===== src/status_flags_pkg.sv =====
// Constants for the metering event status flag registers
// Contract
// [RULE1] Status one bits 7..12 show live signs of IA, VB, IB, VC, IC, IN.
// [RULE2] Voltage peak flags set when RMS peak exceeds voltage peak threshold.
// [RULE3] Current peak flags set above current threshold; neutral flag is bit 19.
// [RULE4] Bit 21 voltage order, 1 reversed, forced 0 on phase failure.
// [RULE5] Bit 22 current order, valid above 5%Ib, forced 0 on phase failure.
// [RULE6] Status two bits 0..2 flag active power sign change, phases A..C.
// [RULE7] Bits 3..5 flag reactive power sign change, phases A..C.
// [RULE8] Bits 6..8 flag fundamental reactive sign change, phases A..C.
// [RULE9] Bits 9..11 flag fundamental active sign change, phases A..C.
// [RULE10] Bits 12..14 flag apparent power sign change, phases A..C.
// [RULE11] Bits 15 and 16 flag total active and total fundamental active sign change.
// [RULE12] Bits 17..20 summarise any-phase sign change per quantity group.
// [RULE13] Bit 21 low-reference flag follows reference below one volt.
// [RULE14] Bit 22 set on SPI frame checksum error, else zero.
// [RULE15] Bit 23 set on UART frame checksum error, else zero.
// [RULE16] Registers travel as three bytes, unused upper bits zero-filled.
// [RULE17] Interface select pin high picks SPI, low picks UART.
// [RULE18] Status one bits 0..2 set on voltage dip of phases A..C.
// [RULE19] Status one bit 6 shows live sign of phase A voltage.
// [RULE20] All flags zero after reset and read-only to the host.
package status_flags_pkg;
	localparam int reg_width = 24;
	localparam logic [7:0] event_status_one_addr = 8'h54;
	localparam logic [7:0] event_status_two_addr = 8'h55;
	localparam logic [23:0] status_reset = 24'h000000;
	// Status one fields
	localparam int s1_dip_lsb = 0;
	localparam int s1_zto_lsb = 3;
	localparam int s1_sign_lsb = 6;
	localparam int s1_peak_lsb = 13;
	localparam int s1_neutral_peak = 19;
	localparam int s1_volt_order = 21;
	localparam int s1_curr_order = 22;
	// Status two fields
	localparam int s2_watt_lsb = 0;
	localparam int s2_var_lsb = 3;
	localparam int s2_fvar_lsb = 6;
	localparam int s2_fwatt_lsb = 9;
	localparam int s2_va_lsb = 12;
	localparam int s2_total_watt = 15;
	localparam int s2_total_fwatt = 16;
	localparam int s2_or_lsb = 17;
	localparam int s2_vref_low = 21;
	localparam int s2_spi_err = 22;
	localparam int s2_uart_err = 23;
	localparam int power_groups = 5;
	localparam int bytes_per_reg = 3;
	localparam logic [1:0] byte_index_last = 2'h2;
endpackage : status_flags_pkg

===== src/sign_change_if.sv =====
// Interface carrying per-phase power signs into the change detector
interface sign_change_if;
	logic [2:0] watt;
	logic [2:0] var_q;
	logic [2:0] fvar;
	logic [2:0] fwatt;
	logic [2:0] va;
	logic [1:0] total;
	logic [2:0] chg_watt;
	logic [2:0] chg_var;
	logic [2:0] chg_fvar;
	logic [2:0] chg_fwatt;
	logic [2:0] chg_va;
	logic [1:0] chg_total;
	modport source (output watt, var_q, fvar, fwatt, va, total,
		input chg_watt, chg_var, chg_fvar, chg_fwatt, chg_va, chg_total);
	modport detect (input watt, var_q, fvar, fwatt, va, total,
		output chg_watt, chg_var, chg_fvar, chg_fwatt, chg_va, chg_total);
endinterface : sign_change_if


===== src/metering_event_status_flags.sv =====
// Status flag register bank with three-byte register read port
module metering_event_status_flags
	import status_flags_pkg::*;
(
	// Clock and reset
	input wire logic mclk,
	input wire logic rst,
	// Waveform signs, A voltage first: va ia vb ib vc ic in
	input wire logic [6:0] wave_sign,
	// Events from the metering core, one-cycle pulses
	input wire logic [2:0] voltage_dip,
	input wire logic [2:0] zx_timeout,
	input wire logic [2:0] volt_rms_peak_over,
	input wire logic [3:0] curr_rms_peak_over,
	// Phase sequence
	input wire logic volt_reversed,
	input wire logic curr_reversed,
	input wire logic curr_above_min,
	input wire logic phase_failed,
	// Power signs, 1 is negative
	input wire logic [2:0] watt_sign,
	input wire logic [2:0] var_sign,
	input wire logic [2:0] fvar_sign,
	input wire logic [2:0] fwatt_sign,
	input wire logic [2:0] va_sign,
	input wire logic total_watt_sign,
	input wire logic total_fwatt_sign,
	// Reference monitor and serial frame checks
	input wire logic vref_low_pin,
	input wire logic spi_frame_done,
	input wire logic spi_sum_bad,
	input wire logic uart_frame_done,
	input wire logic uart_sum_bad,
	// Interface select pin
	input wire logic sel_pin,
	// Register read port
	input wire logic rd_req,
	input wire logic [7:0] rd_addr,
	input wire logic rd_next,
	output logic [7:0] rd_byte,
	output logic rd_valid,
	output logic rd_hit,
	output logic spi_active
);
	// ----------------------------------------
	// Pin synchronisers
	// ----------------------------------------
	logic [8:0] pin_meta;
	logic [8:0] pin_sync;
	logic [6:0] sign_s;
	logic vref_s;
	logic sel_s;

	always_ff @(posedge mclk)
	begin
		pin_meta <= {sel_pin, vref_low_pin, wave_sign};
		pin_sync <= pin_meta;
	end
	assign sign_s = pin_sync[6:0];
	assign vref_s = pin_sync[7];
	assign sel_s = pin_sync[8];

	// ----------------------------------------
	// Sign change detection
	// ----------------------------------------
	sign_change_if sc ();
	assign sc.watt = watt_sign;
	assign sc.var_q = var_sign;
	assign sc.fvar = fvar_sign;
	assign sc.fwatt = fwatt_sign;
	assign sc.va = va_sign;
	assign sc.total = {total_fwatt_sign, total_watt_sign};

	sign_change_detect u_detect (
		.mclk(mclk),
		.rst(rst),
		.sc(sc.detect)
	);

	// ----------------------------------------
	// Flag set terms
	// ----------------------------------------
	// Event flags latch; a read frame does not clear them because the host side is read-only
	logic [23:0] set_one;
	logic [23:0] set_two;
	logic [23:0] live_one;
	logic [23:0] live_two;
	logic [23:0] live_mask_one;
	logic [23:0] live_mask_two;
	logic any_fwatt;

	assign any_fwatt = (|sc.chg_watt) | (|sc.chg_fwatt);
	always_comb
	begin
		set_one = status_reset;
		set_one[s1_dip_lsb +: 3] = voltage_dip; // [RULE18]
		set_one[s1_zto_lsb +: 3] = zx_timeout;
		set_one[s1_peak_lsb] = volt_rms_peak_over[0]; // [RULE2]
		set_one[s1_peak_lsb + 2] = volt_rms_peak_over[1]; // [RULE2]
		set_one[s1_peak_lsb + 4] = volt_rms_peak_over[2]; // [RULE2]
		set_one[s1_peak_lsb + 1] = curr_rms_peak_over[0]; // [RULE3]
		set_one[s1_peak_lsb + 3] = curr_rms_peak_over[1]; // [RULE3]
		set_one[s1_peak_lsb + 5] = curr_rms_peak_over[2]; // [RULE3]
		set_one[s1_neutral_peak] = curr_rms_peak_over[3]; // [RULE3]
		set_two = status_reset;
		set_two[s2_watt_lsb +: 3] = sc.chg_watt; // [RULE6]
		set_two[s2_var_lsb +: 3] = sc.chg_var; // [RULE7]
		set_two[s2_fvar_lsb +: 3] = sc.chg_fvar; // [RULE8]
		set_two[s2_fwatt_lsb +: 3] = sc.chg_fwatt; // [RULE9]
		set_two[s2_va_lsb +: 3] = sc.chg_va; // [RULE10]
		set_two[s2_total_watt] = sc.chg_total[0]; // [RULE11]
		set_two[s2_total_fwatt] = sc.chg_total[1]; // [RULE11]
		set_two[s2_or_lsb] = any_fwatt; // [RULE12]
		set_two[s2_or_lsb + 1] = |sc.chg_var; // [RULE12]
		set_two[s2_or_lsb + 2] = |sc.chg_fvar; // [RULE12]
		set_two[s2_or_lsb + 3] = |sc.chg_va; // [RULE12]
	end

	// Live fields track their cause every cycle
	always_comb
	begin
		live_one = status_reset;
		live_mask_one = status_reset;
		live_one[s1_sign_lsb +: 7] = sign_s; // [RULE1] [RULE19]
		live_mask_one[s1_sign_lsb +: 7] = 7'h7f;
		live_one[s1_volt_order] = volt_reversed & ~phase_failed; // [RULE4]
		live_one[s1_curr_order] = curr_reversed & curr_above_min & ~phase_failed; // [RULE5]
		live_mask_one[s1_volt_order] = 1'b1;
		live_mask_one[s1_curr_order] = 1'b1;
		live_two = status_reset;
		live_mask_two = status_reset;
		live_two[s2_vref_low] = vref_s; // [RULE13]
		live_mask_two[s2_vref_low] = 1'b1;
	end

	// ----------------------------------------
	// Flag registers
	// ----------------------------------------
	logic [23:0] status_one;
	logic [23:0] status_two;
	logic [23:0] next_status_one;
	logic [23:0] next_status_two;
	logic next_spi_err;
	logic next_uart_err;

	// Checksum flags reflect the latest frame on each interface
	assign next_spi_err = spi_frame_done ? spi_sum_bad : status_two[s2_spi_err];
	assign next_uart_err = uart_frame_done ? uart_sum_bad : status_two[s2_uart_err];
	assign next_status_one = (live_one & live_mask_one)
		| ((status_one | set_one) & ~live_mask_one);
	always_comb
	begin
		next_status_two = (live_two & live_mask_two)
			| ((status_two | set_two) & ~live_mask_two);
		next_status_two[s2_spi_err] = next_spi_err; // [RULE14]
		next_status_two[s2_uart_err] = next_uart_err; // [RULE15]
	end

	always_ff @(posedge mclk)
	begin
		if (rst)
		begin
			status_one <= status_reset; // [RULE20]
			status_two <= status_reset; // [RULE20]
		end
		else
		begin
			status_one <= next_status_one;
			status_two <= next_status_two;
		end
	end

	// ----------------------------------------
	// Three-byte read port
	// ----------------------------------------
	function automatic logic [23:0] reg_select(input logic [7:0] a,
		input logic [23:0] one, input logic [23:0] two);
		if (a == event_status_one_addr)
			reg_select = one;
		else if (a == event_status_two_addr)
			reg_select = two;
		else
			reg_select = status_reset;
	endfunction : reg_select

	function automatic logic [7:0] byte_pick(input logic [23:0] w, input logic [1:0] i);
		byte_pick = w[(reg_width - 8) - 8 * i +: 8];
	endfunction : byte_pick

	logic [23:0] snap;
	logic [1:0] byte_idx;
	logic busy;
	logic addr_hit;
	logic [23:0] rd_word;

	assign rd_word = reg_select(rd_addr, status_one, status_two);
	assign addr_hit = (rd_addr == event_status_one_addr) | (rd_addr == event_status_two_addr);
	assign spi_active = sel_s; // [RULE17]

	// Snapshot on request so the three bytes belong to one word
	always_ff @(posedge mclk)
	begin
		if (rst)
		begin
			snap <= status_reset;
			byte_idx <= 2'h0;
			busy <= 1'b0;
			rd_byte <= 8'h00;
			rd_valid <= 1'b0;
			rd_hit <= 1'b0;
		end
		else if (rd_req && !busy)
		begin
			snap <= rd_word; // [RULE16]
			byte_idx <= 2'h0;
			busy <= 1'b1;
			rd_byte <= byte_pick(rd_word, 2'h0); // [RULE16]
			rd_valid <= 1'b1;
			rd_hit <= addr_hit;
		end
		else if (busy && rd_next)
		begin
			if (byte_idx == byte_index_last)
			begin
				busy <= 1'b0;
				rd_valid <= 1'b0;
			end
			else
			begin
				byte_idx <= byte_idx + 2'h1;
				rd_byte <= byte_pick(snap, byte_idx + 2'h1); // [RULE16]
			end
		end
	end

	// ----------------------------------------
	// Checks
	// ----------------------------------------
	a_reset_clears_flags: assert property (@(posedge mclk) rst |=> (status_one == status_reset)) // [RULE20]
		else $error("status one not zero after reset");
	a_volt_order_fail: assert property (@(posedge mclk) disable iff (rst) // [RULE4]
		phase_failed |=> !status_one[s1_volt_order])
		else $error("voltage order not forced low on phase failure");
	a_volt_order_live: assert property (@(posedge mclk) disable iff (rst) // [RULE4]
		(volt_reversed && !phase_failed) |=> status_one[s1_volt_order])
		else $error("voltage order reversal not shown");
	a_curr_order_fail: assert property (@(posedge mclk) disable iff (rst) // [RULE5]
		(phase_failed || !curr_above_min) |=> !status_one[s1_curr_order])
		else $error("current order not forced low");
	a_dip_latches: assert property (@(posedge mclk) disable iff (rst) // [RULE18]
		voltage_dip[0] |=> status_one[s1_dip_lsb] [*3])
		else $error("dip flag not latched");
	a_dip_phase_c: assert property (@(posedge mclk) disable iff (rst) // [RULE18]
		voltage_dip[2] |=> status_one[s1_dip_lsb + 2])
		else $error("phase c dip flag not set");
	a_neutral_peak: assert property (@(posedge mclk) disable iff (rst) // [RULE3]
		curr_rms_peak_over[3] |=> status_one[s1_neutral_peak])
		else $error("neutral peak flag not set");
	a_curr_peak_c: assert property (@(posedge mclk) disable iff (rst) // [RULE3]
		curr_rms_peak_over[2] |=> status_one[s1_peak_lsb + 5])
		else $error("phase c current peak flag not set");
	a_volt_peak_a: assert property (@(posedge mclk) disable iff (rst) // [RULE2]
		volt_rms_peak_over[0] |=> status_one[s1_peak_lsb])
		else $error("voltage peak flag not set");
	a_sign_tracks: assert property (@(posedge mclk) disable iff (rst) // [RULE1] [RULE19]
		status_one[s1_sign_lsb +: 7] == $past(sign_s))
		else $error("sign bits do not track waveform");
	a_watt_change: assert property (@(posedge mclk) disable iff (rst) // [RULE6] [RULE12]
		sc.chg_watt[0] |=> status_two[s2_watt_lsb] && status_two[s2_or_lsb])
		else $error("active sign change not flagged");
	a_var_change: assert property (@(posedge mclk) disable iff (rst) // [RULE7] [RULE12]
		sc.chg_var[1] |=> status_two[s2_var_lsb + 1] && status_two[s2_or_lsb + 1])
		else $error("reactive sign change not flagged");
	a_fvar_change: assert property (@(posedge mclk) disable iff (rst) // [RULE8] [RULE12]
		sc.chg_fvar[2] |=> status_two[s2_fvar_lsb + 2] && status_two[s2_or_lsb + 2])
		else $error("fundamental reactive sign change not flagged");
	a_fwatt_change: assert property (@(posedge mclk) disable iff (rst) // [RULE9] [RULE12]
		sc.chg_fwatt[0] |=> status_two[s2_fwatt_lsb] && status_two[s2_or_lsb])
		else $error("fundamental active sign change not flagged");
	a_va_change: assert property (@(posedge mclk) disable iff (rst) // [RULE10] [RULE12]
		sc.chg_va[1] |=> status_two[s2_va_lsb + 1] && status_two[s2_or_lsb + 3])
		else $error("apparent sign change not flagged");
	a_total_change: assert property (@(posedge mclk) disable iff (rst) // [RULE11]
		sc.chg_total[0] |=> status_two[s2_total_watt])
		else $error("total active sign change not flagged");
	a_vref_tracks: assert property (@(posedge mclk) disable iff (rst) // [RULE13]
		status_two[s2_vref_low] == $past(vref_s))
		else $error("low reference flag does not track");
	a_spi_sum_err: assert property (@(posedge mclk) disable iff (rst) // [RULE14]
		spi_frame_done |=> status_two[s2_spi_err] == $past(spi_sum_bad))
		else $error("spi checksum flag wrong");
	a_uart_sum_err: assert property (@(posedge mclk) disable iff (rst) // [RULE15]
		uart_frame_done |=> status_two[s2_uart_err] == $past(uart_sum_bad))
		else $error("uart checksum flag wrong");
	a_three_bytes: assert property (@(posedge mclk) disable iff (rst) // [RULE16]
		(rd_req && !busy) ##1 rd_next [*3] |=> !rd_valid)
		else $error("read did not end after three bytes");
	a_first_byte: assert property (@(posedge mclk) disable iff (rst) // [RULE16]
		(rd_req && !busy && (rd_addr == event_status_two_addr))
		|=> rd_valid && rd_hit && (rd_byte == $past(status_two[reg_width - 1 -: 8])))
		else $error("first byte of read wrong");
	a_unmapped_zero: assert property (@(posedge mclk) disable iff (rst) // [RULE16]
		(rd_req && !busy && !addr_hit) |=> (rd_byte == 8'h00) && !rd_hit)
		else $error("unmapped read not zero");

	c_dip_seen: cover property (@(posedge mclk) disable iff (rst) voltage_dip[0]);
	c_read_done: cover property (@(posedge mclk) disable iff (rst) busy ##1 !busy);
	c_spi_err: cover property (@(posedge mclk) disable iff (rst) spi_frame_done && spi_sum_bad);
	c_total_change: cover property (@(posedge mclk) disable iff (rst) |sc.chg_total);
	c_order_reversed: cover property (@(posedge mclk) disable iff (rst) status_one[s1_volt_order]);
endmodule : metering_event_status_flags


===== src/sign_change_detect.sv =====
// Edge detector turning power signs into one-cycle change pulses
module sign_change_detect
	import status_flags_pkg::*;
(
	// Clock and reset
	input wire logic mclk,
	input wire logic rst,
	// Signs in, change pulses out
	sign_change_if.detect sc
);
	logic [16:0] last;
	logic [16:0] now;
	logic primed;
	logic [16:0] diff;

	assign now = {sc.total, sc.va, sc.fwatt, sc.fvar, sc.var_q, sc.watt};
	// First sample after reset is not a change
	assign diff = primed ? (now ^ last) : 17'h00000;
	assign sc.chg_watt = diff[2:0];
	assign sc.chg_var = diff[5:3];
	assign sc.chg_fvar = diff[8:6];
	assign sc.chg_fwatt = diff[11:9];
	assign sc.chg_va = diff[14:12];
	assign sc.chg_total = diff[16:15];

	always_ff @(posedge mclk)
	begin
		if (rst)
		begin
			last <= 17'h00000;
			primed <= 1'b0;
		end
		else
		begin
			last <= now;
			primed <= 1'b1;
		end
	end
endmodule : sign_change_detect


===== config.mk =====
export PLATFORM = sky130hd
export DESIGN_NAME = metering_event_status_flags
export DESIGN_NICKNAME = d
export VERILOG_FILES = /design/src/status_flags_pkg.sv /design/src/sign_change_if.sv /design/src/metering_event_status_flags.sv /design/src/sign_change_detect.sv
export SDC_FILE = /design/constraint.sdc
export NUM_CORES = 1
export LEC_CHECK = 0
export ABC_AREA = 1
export BUFFER_PORTS_ARGS = -buffer_cell sky130_fd_sc_hd__buf_2
export CAP_MARGIN = 20
export CORE_MARGIN = 2
export CORE_UTILIZATION = 45
export DETAILED_ROUTE_END_ITERATION = 10
export PLACE_DENSITY = 0.66
export SYNTH_ARGS = -nofsm -noshare
export SYNTH_HDL_FRONTEND = slang
export SYNTH_HIERARCHICAL = 1
export SYNTH_SLANG_ARGS = --single-unit

===== constraint.sdc =====
create_clock -name mclk -period 1.8 [get_ports mclk]
set_clock_uncertainty 0.05 [all_clocks]
set_input_delay 0.18 -clock mclk [delete_from_list [all_inputs] [get_ports mclk]]
set_output_delay 0.18 -clock mclk [all_outputs]
set_load 0.005 [all_outputs]

After elaboration in Yosys (flattened, before gate mapping)
Index checks and enable logic that the tools add are counted.
{"block": "classes", "addsub": 2, "eq_ne": 4, "shifts": 1, "n_mux": 10, "bitwise_logic": 12, "n_reduce_logical": 14}
{"operator": "$mux 24", "count": 2}
{"operator": "$shiftx 24x33->8", "count": 1}
{"operator": "$mux 8", "count": 3}
{"operator": "$or 23x24->24", "count": 1}
{"operator": "$or 24x20->24", "count": 1}
{"operator": "$or 22x21->22", "count": 1}
{"operator": "$or 21x21->21", "count": 1}
{"operator": "$mux 17", "count": 1}
{"operator": "$xor 17x17->17", "count": 1}
{"operator": "$eq 8x7->1 const B", "count": 2}
{"operator": "$reduce_or 3->1", "count": 5}
{"operator": "$reduce_and 2->1", "count": 3}
{"operator": "$sub 5x5->6 const A", "count": 1}
{"operator": "$mux 1", "count": 4}
{"operator": "$reduce_bool 2->1", "count": 2}
{"operator": "$and 1x1->1", "count": 3}
{"operator": "$add 2x1->2 const B", "count": 1}
{"operator": "$eq 2x2->1 const B", "count": 1}
{"operator": "$logic_and 1x1->1", "count": 2}
{"operator": "$ne 2x2->1 const B", "count": 1}
{"operator": "$not 1->1", "count": 2}
{"operator": "$or 1x1->1", "count": 2}
{"operator": "$reduce_or 2->1", "count": 1}
{"operator": "$logic_not 1->1", "count": 1}
{"block": "totals", "ff_bits": 120, "inputBits": 59, "output_inout_bits": 11, "elab_cells": 56}

Longest topological paths before layout
{"block": "depth", "word_depth": 6, "mapped_depth": 11, "ltp_nobuf": 10}

Cells and area by module
The synthesis kept the hierarchy.
{"mod": "metering_event_status_flags", "n_inst": 1, "cells_each": 491, "area_each_um2": 3721.1, "seq_area_each_um2": 2001.9}
{"mod": "sign_change_detect", "n_inst": 1, "cells_each": 125, "area_each_um2": 825.8, "seq_area_each_um2": 360.3}

Worst setup path before layout
Ideal clock, no wire load.
{"block": "synth_timing", "path_type": "reg-to-reg", "start": "register byte_idx[0]", "end": "register rd_byte[3]", "setup_time_ns": 0.120, "t_arrival_ns": 1.381, "required_ns": 1.630, "path_slack_ns": 0.249, "path_stages_with_launch": 10, "path_buffers": 1, "period_less_slack_ns": 1.551, "path_cell_list": "dfxtp_1 -> inv_2 -> ha_1 -> buf_4 -> nand2_1 -> or2_2 -> nand3_1 -> nand2_1 -> nand2_1 -> nand2_1"}
{"block": "synth_between", "elab_chain_cells": 6, "elab_cells_between_ends": 9, "classes_between": "add/sub (2); eq/ne (2); shift (1); mux (3); reduce/logical (1)"}
{"element": "start, declared", "line": "metering_event_status_flags.sv:191", "source": "logic [1:0] byte_idx;"}
{"element": "start signal, assigned", "line": "metering_event_status_flags.sv:230", "source": "byte_idx <= byte_idx + 2'h1;"}
{"element": "$add 2x1->2", "line": "metering_event_status_flags.sv:231", "source": "rd_byte <= byte_pick(snap, byte_idx + 2'h1);"}
{"element": "$sub 5x5->6", "line": "metering_event_status_flags.sv:187", "source": "byte_pick = w[(reg_width - 8) - 8 * i +: 8];"}
{"element": "$shiftx 24x33->8", "line": "metering_event_status_flags.sv:187"}
{"element": "$mux 8", "line": "metering_event_status_flags.sv:223", "source": "if (byte_idx == byte_index_last)"}
{"element": "$mux 8", "line": "metering_event_status_flags.sv:221", "source": "else if (busy && rd_next)"}
{"element": "$mux 8", "line": "metering_event_status_flags.sv:212", "source": "else if (rd_req && !busy)"}
{"element": "end signal, assigned", "line": "metering_event_status_flags.sv:217", "source": "rd_byte <= byte_pick(rd_word, 2'h0);"}
{"element": "end signal, assigned", "line": "metering_event_status_flags.sv:231"}
{"element": "end, declared", "line": "metering_event_status_flags.sv:40", "source": "output logic [7:0] rd_byte,"}
Parallel ways exist; a longest one is shown, timed or not. The select of a mux whose other input is x is not followed.
A chain may end at the register's enable or synchronous reset.

Final worst setup path
{"block": "layout_timing", "start": "register byte_idx[0]", "end": "register rd_byte[2]"}
Same word-level chain as after synthesis.

==> out/results.ini <==
[outcome]
status=finished, final reports clean

[clocking]
htreeDepth=4
cts_tree=done
insertion_delay_ns=0.51
clock_path_buffers=2
cts_sinks=118
cts_setup_buffers=0
clockRootBuffer=clkbuf_8
clkTransAtPathRegs_ns=0.06
cts_buffers=17

[logic_synthesis]
syn_inst=616
yosysWarnings=6
synth.distinct_cells=31
synth_nets=677
netlist_area_mm2=0.00455
ys_ff_latch=118
syn_area_per_cell_um2=7.38
seq_area_frac_synth_pct=52.0

[power]
switching_share_pct=24.8
seq_power_share_pct=43.5
p_per_area_mw_per_mm2=1070
ir_drop_v=0.000644
p_sw_mw=1.60
clock_power_share_pct=48.3
leakagePower_nw=3.08
total_power_mw=6.46
intPower_mw=4.86
combPwrFrac_pct=8.3

[global_route]
grt_usage_pct=19.6
gr-total-overflow=0
grt_max_degree=57
antenna_found_initial=0
grt_first_pass_wirelength_um=17000
grt_pass1_vias=3921

[detailed_routing]
drc=0
routedWlPerCell_um=11.3
vias_per_cell=4.44
detail_route.first_pass.iterations=4
initialDrtViolationCount=192
wl_um=10000
num_vias=3948
ant_nets=0

[floorplanning]
die_area_mm2=0.0109
dieHeight_um=105
io_pins=70
die_w_um=105
num_rows=36
coreArea_mm2=0.00977
start_util_pct=46.5

[timing]
tightest_slew_ns=0.649
max_slew_margin_pct=56.7
fin_ws_ns=0.184
setup-tns-final_ns=0
rsz0062_at_grt=false
hold_violations=0
slew_violations=0
holdWs_ns=0.0173
fmax_mhz=619
fin_crit_sh_pct=89.8
final-setup-viol-count=0
min_period_ns=1.62

[finish]
layout.nets=804
final_cell_mix=167 x nand2_1, 138 x nor2_1, 118 x dfxtp_1
final_common_cell=nand2_1
antenna_cells=0
drive_above_1_share_pct=18.9
synthToLayoutAreaGrowth_pct=33.1

[worst_setup_path]
crit_required_ns=2.15
worstSetupStartpointType=flop
cp_max_fo=9
cp.arrival_ns=1.97
ff2ff_setup_slack_ns=0.18
crit_type=flop to flop
cp-end-kind=flop

[place]
post-place-ws_ns=0.127
gp_congestion=0.858
dp_hpwl_um=6780
port-buffer-count=69

[min_path]
hold_class=primary input to flop

[flow_run]
cap_violations=0

==> cell families after synthesis <==
logic type | share of synthesized area [%]
AOI/OAI and AO/OA | 4.38
buffers and inverters | 9.77
and+or+nand+nor | 33.4
DFF | 52.0
adders and majority gates | 0.550
==> critical path: stages (launching register included) <==
cell	delay, ns
dfxtp_1	0.34
inv_2	0.05
ha_2	0.40
nand2_1	0.13
or2_2	0.29
nand3_1	0.08
nand2_1	0.06
nand2_1	0.07
nand2_1	0.04
==> cell type report <==
class | count | area, um^2
tap | 133 | 166
sequential | 118 | 2360
fill | 853 | 3720
inverter | 76 | 285
clock buffer | 17 | 414
multi-input combinational | 402 | 1740
timing repair buffer | 128 | 936
clock inverter | 15 | 144
==> state kept, by name (all words and copies together), names as in the netlist <==
signal,cells
pin_meta,9
rd_hit,1
snap,24
rd_byte,8
byte_idx,2
u_detect/primed,1
u_detect/last,17
pin_sync,9
busy,1
status_two,24
status_one,22
==> worst paths after layout <==
path                     to  cells past startpoint         from
max              rd_byte[2]                      8  byte_idx[0]
max reg2reg      rd_byte[2]                      8  byte_idx[0]
min reg2reg     pin_sync[1]                      0  pin_meta[1]
min          status_one[19]                      2          rst
==> stage by stage <==
step,cells,cell area [um^2],utilization [%]
after floorplan,616,4550,-
after global placement,803,4950,50.6
after detailed placement,803,4950,50.6
after CTS,889,6050,61.9
after global routing,889,6050,61.9
final,889,6050,61.9
==> routing by layer <==
metal | track usage, % | share of wire, %
met5 | 0 | 0
met4 | 7.34 | 1.5
met3 | 4.70 | 3.4
met2 | 35.5 | 50
met1 | 22.1 | 45
==> repair_timing <==
item | 4_1_cts | 5_1_grt
hold buffers | 54 | 0
endpoints found under the setup margin | 0 | 1
hold endpoints to repair | 48 | 0
gates resized for setup | 0 | 1
==> synthesized netlist by cell type <==
library cell | count | area [um^2]
nor3_1 | 3 | 15.0
o21ai_0 | 17 | 85.1
nand2_1 | 167 | 627
o21ai_1 | 5 | 25.0
buf_2 | 6 | 30.0
buf_8 | 1 | 15.0
nor3b_1 | 1 | 7.51
a21boi_0 | 1 | 7.51
or2_2 | 3 | 18.8
or2_1 | 1 | 6.26
clkbuf_2 | 1 | 5.00
nand2_4 | 3 | 33.8
inv_2 | 5 | 18.8
nor2_4 | 4 | 45.0
buf_6 | 6 | 67.6
o211ai_1 | 1 | 7.51
o21ai_2 | 1 | 8.76
dfxtp_1 | 118 | 2360
a41oi_1 | 1 | 8.76
inv_1 | 71 | 267
ha_1 | 2 | 25.0
a31oi_1 | 1 | 6.26
nor2_1 | 138 | 518
nand2_2 | 7 | 43.8
a21oi_1 | 10 | 50.1
nor2_2 | 13 | 81.3
buf_4 | 5 | 37.5
nand4_1 | 2 | 12.5
nand3_1 | 19 | 95.1
clkbuf_1 | 1 | 3.75
nor4_1 | 2 | 12.5
==> power by group through the flow <==
stage	Clock, mW	Sequential, mW	Combinational [mW]
finish	3.12	2.81	0.535
global route	3.31	2.82	0.609
CTS	3.18	2.81	0.533
detailed placement	0	2.87	0.438
global placement	0	2.86	0.423
floorplan	0	2.85	0.309
Power figures use the tool's default switching activity.
